--- src/sli_pkg.sv ---
`default_nettype none
package sli_pkg;
  // Clock and blink timing
  localparam int unsigned CLK_HZ = 100_000_000;
  localparam int unsigned BLINK_HALF_MS = 500;
  localparam int unsigned BLINK_HALF_CYC = BLINK_HALF_MS * (CLK_HZ / 1000);
  // Photovoltaic channel sensing, current in milliamps
  localparam int unsigned PV_CH = 2;
  localparam int unsigned PV_CUR_W = 16;
  localparam logic [15:0] PV_THR_MA = 16'h01f4;
  // Register map, byte addresses
  localparam logic [3:0] REG_BLINK = 4'h0;
  localparam logic [3:0] REG_LAMPS = 4'h4;
  localparam logic [3:0] REG_COND = 4'h8;
  // Lamp state field positions in REG_LAMPS
  localparam int unsigned LB_SOLAR_W = 0;
  localparam int unsigned LB_BATTERY_W = 1;
  localparam int unsigned LB_ERR_Y = 2;
  localparam int unsigned LB_ERR_R = 3;
  localparam int unsigned LB_BK_W = 4;
  localparam int unsigned LB_BK_R = 5;
  localparam int unsigned LB_GRID_W = 6;
  localparam int unsigned LB_GRID_R = 7;
  localparam int unsigned LB_PHASE = 8;
  // Lamp modes
  typedef enum logic [2:0] {
    LM_OFF = 3'b001,
    LM_ON = 3'b010,
    LM_BLINK = 3'b100
  } sli_mode_t;
endpackage
`default_nettype wire

--- src/sli_status_led.sv ---
// Operation
// - Five lamps: solar, battery white; error yellow/red; backup, grid white/red
// - Solar steady white when any PV channel current exceeds 0.5 A
// - Solar blinks white during self-check or software update
// - Solar dark when PV idle and no self-check or update
// - Battery steady white when at least one battery works normally
// - Battery blinks white on self-check, update or low charge
// - Battery dark when no battery works and no blink reason
// - Error steady yellow when cloud link is abnormal
// - Error blinks yellow while a warning is active
// - Error steady red while the unit is faulty
// - Error dark with no fault, warning or cloud problem
// - Backup steady white when output normal with load
// - Backup blinks white when output normal without load
// - Backup steady red on backup output fault
// - Backup blinks red on backup output overload
// - Backup dark when backup output has no voltage
// - Grid steady white when grid present and unit connected
// - Grid blinks white when grid present but forced off-grid
// - Grid steady red on grid fault
// - Grid dark when the unit is shut down
`timescale 1ns/1ps
`default_nettype none
module sli_status_led
  import sli_pkg::*;
#(
  parameter logic [31:0] BLINK_HALF_DEF = BLINK_HALF_CYC
) (
  // Clock and reset
  input wire logic clk_i,
  input wire logic rst_i,
  // Wishbone slave
  input wire logic wb_cyc_i,
  input wire logic wb_stb_i,
  input wire logic wb_we_i,
  input wire logic [3:0] wb_adr_i,
  input wire logic [3:0] wb_sel_i,
  input wire logic [31:0] wb_dat_i,
  output logic [31:0] wb_dat_o,
  output logic wb_ack_o,
  // Controller status flags
  input wire logic [PV_CH*PV_CUR_W-1:0] pv_cur_ma_i,
  input wire logic self_check_i,
  input wire logic sw_update_i,
  input wire logic battery_ok_i,
  input wire logic soc_low_i,
  input wire logic cloud_fault_i,
  input wire logic warning_i,
  input wire logic unit_fault_i,
  input wire logic bk_volt_i,
  input wire logic bk_load_i,
  input wire logic bk_fault_i,
  input wire logic bk_ovld_i,
  input wire logic grid_present_i,
  input wire logic grid_conn_i,
  input wire logic forced_offgrid_i,
  input wire logic grid_fault_i,
  input wire logic unit_shutdown_i,
  // Lamp drives, active high
  output logic solar_white_o,
  output logic battery_indicator_white_o,
  output logic err_yellow_o,
  output logic err_red_o,
  output logic backup_output_indicator_white_o,
  output logic backup_output_indicator_red_o,
  output logic grid_white_o,
  output logic grid_red_o
);

  ////////////////////////////////////////////////////////////////////////////
  logic [31:0] blink_half_r;
  logic [31:0] blink_cnt_r;
  logic [31:0] blink_cnt_nxt;
  logic blink_ph_r;
  logic [31:0] half_eff;
  logic [PV_CH-1:0] pv_act;
  logic pv_any;
  logic wb_req;
  sli_mode_t solar_m, battery_m, err_y_m, err_r_m;
  sli_mode_t bk_w_m, bk_r_m, grid_w_m, grid_r_m;
  logic [31:0] lamps;
  logic [31:0] conds;

  function automatic logic lit(input sli_mode_t m, input logic ph);
    lit = (m == LM_ON) || ((m == LM_BLINK) && ph);
  endfunction

  ////////////////////////////////////////////////////////////////////////////
  // Blink prescaler
  // Zero period would stall the counter, so it acts as one
  assign half_eff = (blink_half_r == 32'h0) ? 32'h1 : blink_half_r;

  always_comb begin
    if (blink_cnt_r >= half_eff - 32'h1) begin
      blink_cnt_nxt = 32'h0;
    end else begin
      blink_cnt_nxt = blink_cnt_r + 32'h1;
    end
  end

  always_ff @(posedge clk_i) begin
    if (rst_i) begin
      blink_cnt_r <= 32'h0;
      blink_ph_r <= 1'b0;
    end else begin
      blink_cnt_r <= blink_cnt_nxt;
      if (blink_cnt_nxt == 32'h0) begin
        blink_ph_r <= ~blink_ph_r;
      end
    end
  end

  ////////////////////////////////////////////////////////////////////////////
  // Photovoltaic activity per channel
  for (genvar c = 0; c < PV_CH; c++) begin : g_pv
    assign pv_act[c] = pv_cur_ma_i[c*PV_CUR_W +: PV_CUR_W] > PV_THR_MA;
  end
  assign pv_any = |pv_act;

  ////////////////////////////////////////////////////////////////////////////
  // Lamp mode selection; blink reasons override steady white on solar and
  // battery so that an update stays visible
  always_comb begin
    if (self_check_i || sw_update_i) begin
      solar_m = LM_BLINK;
    end else if (pv_any) begin
      solar_m = LM_ON;
    end else begin
      solar_m = LM_OFF;
    end
    if (self_check_i || sw_update_i || soc_low_i) begin
      battery_m = LM_BLINK;
    end else if (battery_ok_i) begin
      battery_m = LM_ON;
    end else begin
      battery_m = LM_OFF;
    end
  end

  always_comb begin
    err_r_m = LM_OFF;
    err_y_m = LM_OFF;
    if (unit_fault_i) begin
      err_r_m = LM_ON;
    end else if (cloud_fault_i) begin
      err_y_m = LM_ON;
    end else if (warning_i) begin
      err_y_m = LM_BLINK;
    end
  end

  always_comb begin
    bk_r_m = LM_OFF;
    bk_w_m = LM_OFF;
    if (bk_fault_i) begin
      bk_r_m = LM_ON;
    end else if (bk_ovld_i) begin
      bk_r_m = LM_BLINK;
    end else if (!bk_volt_i) begin
      bk_w_m = LM_OFF;
    end else if (bk_load_i) begin
      bk_w_m = LM_ON;
    end else begin
      bk_w_m = LM_BLINK;
    end
  end

  always_comb begin
    grid_r_m = LM_OFF;
    grid_w_m = LM_OFF;
    if (grid_fault_i) begin
      grid_r_m = LM_ON;
    end else if (unit_shutdown_i || !grid_present_i) begin
      grid_w_m = LM_OFF;
    end else if (grid_conn_i && !forced_offgrid_i) begin
      grid_w_m = LM_ON;
    end else if (forced_offgrid_i) begin
      grid_w_m = LM_BLINK;
    end
  end

  ////////////////////////////////////////////////////////////////////////////
  // Lamp drive flops, one colour lit at a time per lamp
  always_ff @(posedge clk_i) begin
    if (rst_i) begin
      solar_white_o <= 1'b0;
      battery_indicator_white_o <= 1'b0;
      err_yellow_o <= 1'b0;
      err_red_o <= 1'b0;
      backup_output_indicator_white_o <= 1'b0;
      backup_output_indicator_red_o <= 1'b0;
      grid_white_o <= 1'b0;
      grid_red_o <= 1'b0;
    end else begin
      solar_white_o <= lit(solar_m, blink_ph_r);
      battery_indicator_white_o <= lit(battery_m, blink_ph_r);
      err_yellow_o <= lit(err_y_m, blink_ph_r);
      err_red_o <= lit(err_r_m, blink_ph_r);
      backup_output_indicator_white_o <= lit(bk_w_m, blink_ph_r);
      backup_output_indicator_red_o <= lit(bk_r_m, blink_ph_r);
      grid_white_o <= lit(grid_w_m, blink_ph_r);
      grid_red_o <= lit(grid_r_m, blink_ph_r);
    end
  end

  ////////////////////////////////////////////////////////////////////////////
  // Wishbone slave, one wait state, unmapped reads return zero
  assign wb_req = wb_cyc_i && wb_stb_i && !wb_ack_o;

  // Field positions shared with software, unused bits read zero
  always_comb begin
    lamps = 32'h0;
    lamps[LB_SOLAR_W] = solar_white_o;
    lamps[LB_BATTERY_W] = battery_indicator_white_o;
    lamps[LB_ERR_Y] = err_yellow_o;
    lamps[LB_ERR_R] = err_red_o;
    lamps[LB_BK_W] = backup_output_indicator_white_o;
    lamps[LB_BK_R] = backup_output_indicator_red_o;
    lamps[LB_GRID_W] = grid_white_o;
    lamps[LB_GRID_R] = grid_red_o;
    lamps[LB_PHASE] = blink_ph_r;
  end

  assign conds = {15'h0, unit_shutdown_i, grid_fault_i, forced_offgrid_i,
                  grid_conn_i, grid_present_i, bk_ovld_i, bk_fault_i,
                  bk_load_i, bk_volt_i, unit_fault_i, warning_i,
                  cloud_fault_i, soc_low_i, battery_ok_i, sw_update_i,
                  self_check_i, pv_any};

  always_ff @(posedge clk_i) begin
    if (rst_i) begin
      wb_ack_o <= 1'b0;
    end else begin
      wb_ack_o <= wb_req;
    end
  end

  always_ff @(posedge clk_i) begin
    if (rst_i) begin
      wb_dat_o <= 32'h0;
    end else if (wb_req && !wb_we_i) begin
      unique case (wb_adr_i)
        REG_BLINK: wb_dat_o <= blink_half_r;
        REG_LAMPS: wb_dat_o <= lamps;
        REG_COND: wb_dat_o <= conds;
        default: wb_dat_o <= 32'h0;
      endcase
    end
  end

  for (genvar b = 0; b < 4; b++) begin : g_lane
    always_ff @(posedge clk_i) begin
      if (rst_i) begin
        blink_half_r[b*8 +: 8] <= BLINK_HALF_DEF[b*8 +: 8];
      end else if (wb_req && wb_we_i && wb_sel_i[b] &&
                   (wb_adr_i == REG_BLINK)) begin
        blink_half_r[b*8 +: 8] <= wb_dat_i[b*8 +: 8];
      end
    end
  end
endmodule // sli_status_led
`default_nettype wire

--- config.mk ---
export PLATFORM = sky130hd
export DESIGN_NAME = sli_status_led
export DESIGN_NICKNAME = d
export VERILOG_FILES = /design/src/sli_pkg.sv /design/src/sli_status_led.sv
export SDC_FILE = /design/constraint.sdc
export NUM_CORES = 1
export LEC_CHECK = 0
export ABC_AREA = 0
export CAP_MARGIN = 25
export CORE_ASPECT_RATIO = 1.25
export CORE_MARGIN = 4
export CORE_UTILIZATION = 40
export DETAILED_ROUTE_END_ITERATION = 16
export DONT_BUFFER_PORTS = 1
export PLACE_DENSITY = 0.64
export SYNTH_ARGS = -nofsm -noshare
export SYNTH_HDL_FRONTEND = slang
export SYNTH_SLANG_ARGS = --single-unit
--- constraint.sdc ---
create_clock -name clk_i -period 6.8 [get_ports clk_i]
set_input_delay 0.68 -clock clk_i [delete_from_list [all_inputs] [get_ports clk_i]]
set_output_delay 0.68 -clock clk_i [all_outputs]
set_load 0.03 [all_outputs]
==> reports/qor.log <==
[routing] starting DRC count in detailed routing 279
[global_routing] GR Util met2 32.37%
[cts] clock insertion delay at the later pin of the skew report 0.35 ns
[timing] total negative setup slack 0 ns
[hold_path] kind of path behind the tightest hold check in -> reg
[synth] synthesized-area fraction occupied by adder cells 7.233%
[setup_path] Reg2Reg Depth 20
[timing] max-slew violation total from the final report 0
[timing] post-layout min period 5.593 ns
[cts] Max H-tree Level 3
[status] result of the run finished, final reports clean
[global_routing] Most Crowded Layer GR met2
[setup_path] required time at the endpoint of the critical path 7.06 ns
[global_routing] sum of overflow across all layers after global routing 0
[cells_and_area] final cell count without fillers 875
[setup_path] category of the most critical setup path reg -> reg
[synth] mean instance size in the synthesized netlist 8.284 um^2
[cells_and_area] Sequential cell area 0.002122 mm^2
[timing] post-route fraction of the period consumed by the critical path 82.25%
[cells_and_area] summed area of non-filler cells in the final layout 0.006314 mm^2
[routing] DR WL/cell 18.05 um
[synth] Synth area leader sky130_fd_sc_hd__dfxtp_1
[synth] number of synthesized flops with an enable pin 0
[cts] post-CTS setup buffer count 0
[timing] largest clock skew in the final design 0.006290 ns
[power] power per standard cell area 188.1 mW/mm^2
[cts] cts repair resizes 0
[global_routing] total track usage 18.88%
[synth] post-synthesis xor/xnor area fraction 8.488%
[setup_path] crit path DAT 5.86 ns
[timing] Max transition margin 31.13%
[routing] WL final 15,790 um
[global_routing] initial antenna violation count 0
[place] Port Buffer Count 0
[die] core region area 0.01441 mm^2
[place] HPWL after DPL 12,190 um
[routing] antenna-violating nets left 0
[cts] CTS tree done
[die] I/O Pins 134
[cts] buffers from clock root to sink, at most 2
[synth] count of yosys warnings during synthesis 0
[routing] DRC viols 0
[synth] dominant cells by area after synthesis sky130_fd_sc_hd__dfxtp_1, sky130_fd_sc_hd__ha_1, sky130_fd_sc_hd__nor2_1
[hold_path] depth of the worst hold-timing path 1
[die] Total Die Area 0.01672 mm^2
[die] Initial Utilization 40.83%
[synth] Syn Nets 837
[die] Die H 143.6 um
[power] Max VDD drop 0.1096 mV
[cells_and_area] antenna diode count 0
[place] Placement Cell Area 0.006018 mm^2
[synth] FF+latch count, synth 106
[place] routability-driven placement congestion ratio 0.8836
[setup_path] most common cell type on the critical path sky130_fd_sc_hd__nor2_1
[die] width of the die 116.5 um
[setup_path] maximum net fanout on the critical path 29
[setup_path] reg-to-reg slack, setup 1.21 ns
[timing] final critical-path setup slack 1.207 ns
[routing] Detailed Routing Iterations Pass 1 5
[cts] root cell of the clock tree sky130_fd_sc_hd__clkbuf_16
[setup_path] largest stage delay on the critical path 0.71 ns
[cells_and_area] filler cell count in the final layout 1,437
[die] row count 49
[power] reported leakage power 2.323 nW
[synth] proportion of synthesized chip area in sequential cells 36.08%
[synth] synthesized instance count 710
[setup_path] cell chain of the critical path or4_4, nor4_4, nand2b_2, or4b_4, nor4_4, nor2_1, ha_1, nand2_1, nor2_1, nand2_1, nor2_1, xnor2_1, ha_1, o21ai_0, o21ai_0, a211oi_1, o211ai_1, a21oi_1, nand2_1, nor2_1
[global_routing] wire length of the first global-routing pass 25,410 um
[cells_and_area] multi-input combinational cell area 0.003617 mm^2
[timing] setup repair after global routing missed its margin no
[global_routing] vias in the first global route 5,085
[cells_and_area] net count of the finished layout 820
[timing] count of final setup violators 0
[timing] final number of hold-violating endpoints 0
[cts] Inserted Clock Buffers 9
[timing] top achievable clock speed 0.1788 GHz
[setup_path] Setup crit end kind register
[synth] complex-gate fraction of the synthesized area 15.04%
[global_routing] M1 GR Usage 22.53%
[global_routing] GRT met3 Usage 5.223%
[routing] via count normalized by instance count 5.901
[global_routing] maximum number of pins on one net before global-route repair 62
[synth] Simple-Gate Fraction of Synth Area 29.48%
[cells_and_area] post-synthesis to final-layout area growth 7.339%
[flow_run] number of violations of the max-capacitance limit 0
[cells_and_area] fraction of layout cells with a size suffix above 1 6.313%
[power] total power consumption of the routed design 0.001188 W
[routing] via count 5,163
[place] # placed instances 859
[cts] number of hold-repair buffers added at the cts stage 0
[setup_path] cell with the largest stage delay on the worst path sky130_fd_sc_hd__nand2_1
[cts] count of clock tree sinks 106
[cells_and_area] most frequent cells in the layout sky130_fd_sc_hd__nor2_1, sky130_fd_sc_hd__dfxtp_1, sky130_fd_sc_hd__nand2_1, sky130_fd_sc_hd__nand3_1, sky130_fd_sc_hd__a21oi_1
[synth] largest family of logic cells by synthesized area simple AND/OR/NAND/NOR gates
[synth] post-synthesis mux area share 1.042%
[cells_and_area] most common cell after layout, fill and taps aside sky130_fd_sc_hd__nor2_1
[cts] Reg clk slew, reported paths 0.08 ns
[synth] fraction of post-synthesis cell area in the top cell type by area 36.08%
[setup_path] Startpoint Class register
[place] worst-case setup slack after placement 1.219 ns
[synth] number of distinct library cells after synthesis 66
[synth] Post-synth ARST share 0%
[synth] Synth Flop Type sky130_fd_sc_hd__dfxtp_1
[synth] synthesized cell area 0.005882 mm^2
[timing] transition time at the pin with the least slew margin 1.031 ns
[per-layer routing]
metal,up-vias,wire (um)
met5,-,0
met4,0,266
met3,21,1201
met2,170,7972
met1,2442,6351
li1,2530,-
[flip-flops by register name (all words and copies together) (netlist names)]
register	count
err_yellow_o	1
blink_ph_r	1
blink_half_r	32
solar_white_o	1
wb_ack_o	1
grid_white_o	1
wb_dat_o	32
battery_indicator_white_o	1
err_red_o	1
backup_output_indicator_red_o	1
backup_output_indicator_white_o	1
grid_red_o	1
blink_cnt_r	32
[synth_stat cells, drive strengths merged, types with 2 or more instances]
library cell	instances
inv	6
a211oi	6
nor3b	2
or4	8
and3	10
a21oi	50
clkbuf	29
o2111ai	2
nand3	55
a311oi	3
a21o	6
ha	34
nand4b	2
or2	3
xnor2	38
o21ai	10
o211ai	3
or3	5
nor3	17
o21a	2
nand4	10
and2	5
a222oi	9
nor2b	4
and4	9
a22oi	23
nor4b	3
a31oi	2
nand2b	6
o211a	3
nand2	68
buf	4
dfxtp	106
nor4	16
mux2i	5
xor2	19
nor2	113
a2111o	2
[worst max-delay path: cells and delay by family (launching register included)]
| kind | cells | cell delay [ns] |
|---|---|---|
| flip-flops | 1 | 0.37 |
| XOR/XNOR | 1 | 0.14 |
| AO/OA/AOI/OAI | 5 | 1.08 |
| AND/OR/NAND/NOR | 12 | 3.37 |
| adder cells (fa/ha/maj) | 2 | 0.53 |
[report_power, final]
| group | internal [W] | total, W | switching, W |
|---|---|---|---|
| Sequential | 0.000626 | 0.000641 | 0.0000152 |
| Clock | 0.000256 | 0.000510 | 0.000253 |
| Combinational | 0.0000151 | 0.0000365 | 0.0000214 |
[per-stage QoR]
| step | utilization, % | hold WS (ns) |
|---|---|---|
| after floorplan | - | 0.4562 |
| after global placement | 41.77 | 0.4954 |
| after detailed placement | 41.77 | 0.4987 |
| after CTS | 43.77 | 0.3887 |
| after global routing | 43.82 | 0.3811 |
| final | 43.82 | 0.3977 |
[layout make-up]
class,count,share of cell area (%)
Sequential cell,106,33.61
Clock buffer,9,3.567
Timing Repair Buffer,5,0.5945
Multi-Input combinational cell,564,57.29
Tap cell,178,3.528
Clock inverter,6,0.9909
Inverter,7,0.4162
[kinds of logic (layout without fill, tap and decap cells)]
kind of cell               Yosys count  in the layout
AOI/OAI and AO/OA                  129            129
xor gates and xnor gates            57             57
adders and majority gates           34             34
buffers and inverters               40             27
DFF                                106            106
muxes                                6              6
and+or+nand+nor                    338            338
[worst paths after layout]
path | from | end
setup reg to reg | blink_half_r[17] | blink_cnt_r[27]
hold reg to reg | blink_half_r[0] | blink_half_r[0]
hold / removal | unit_fault_i | err_yellow_o
setup / recovery | blink_half_r[17] | blink_cnt_r[27]
Power figures use the tool's default switching activity.
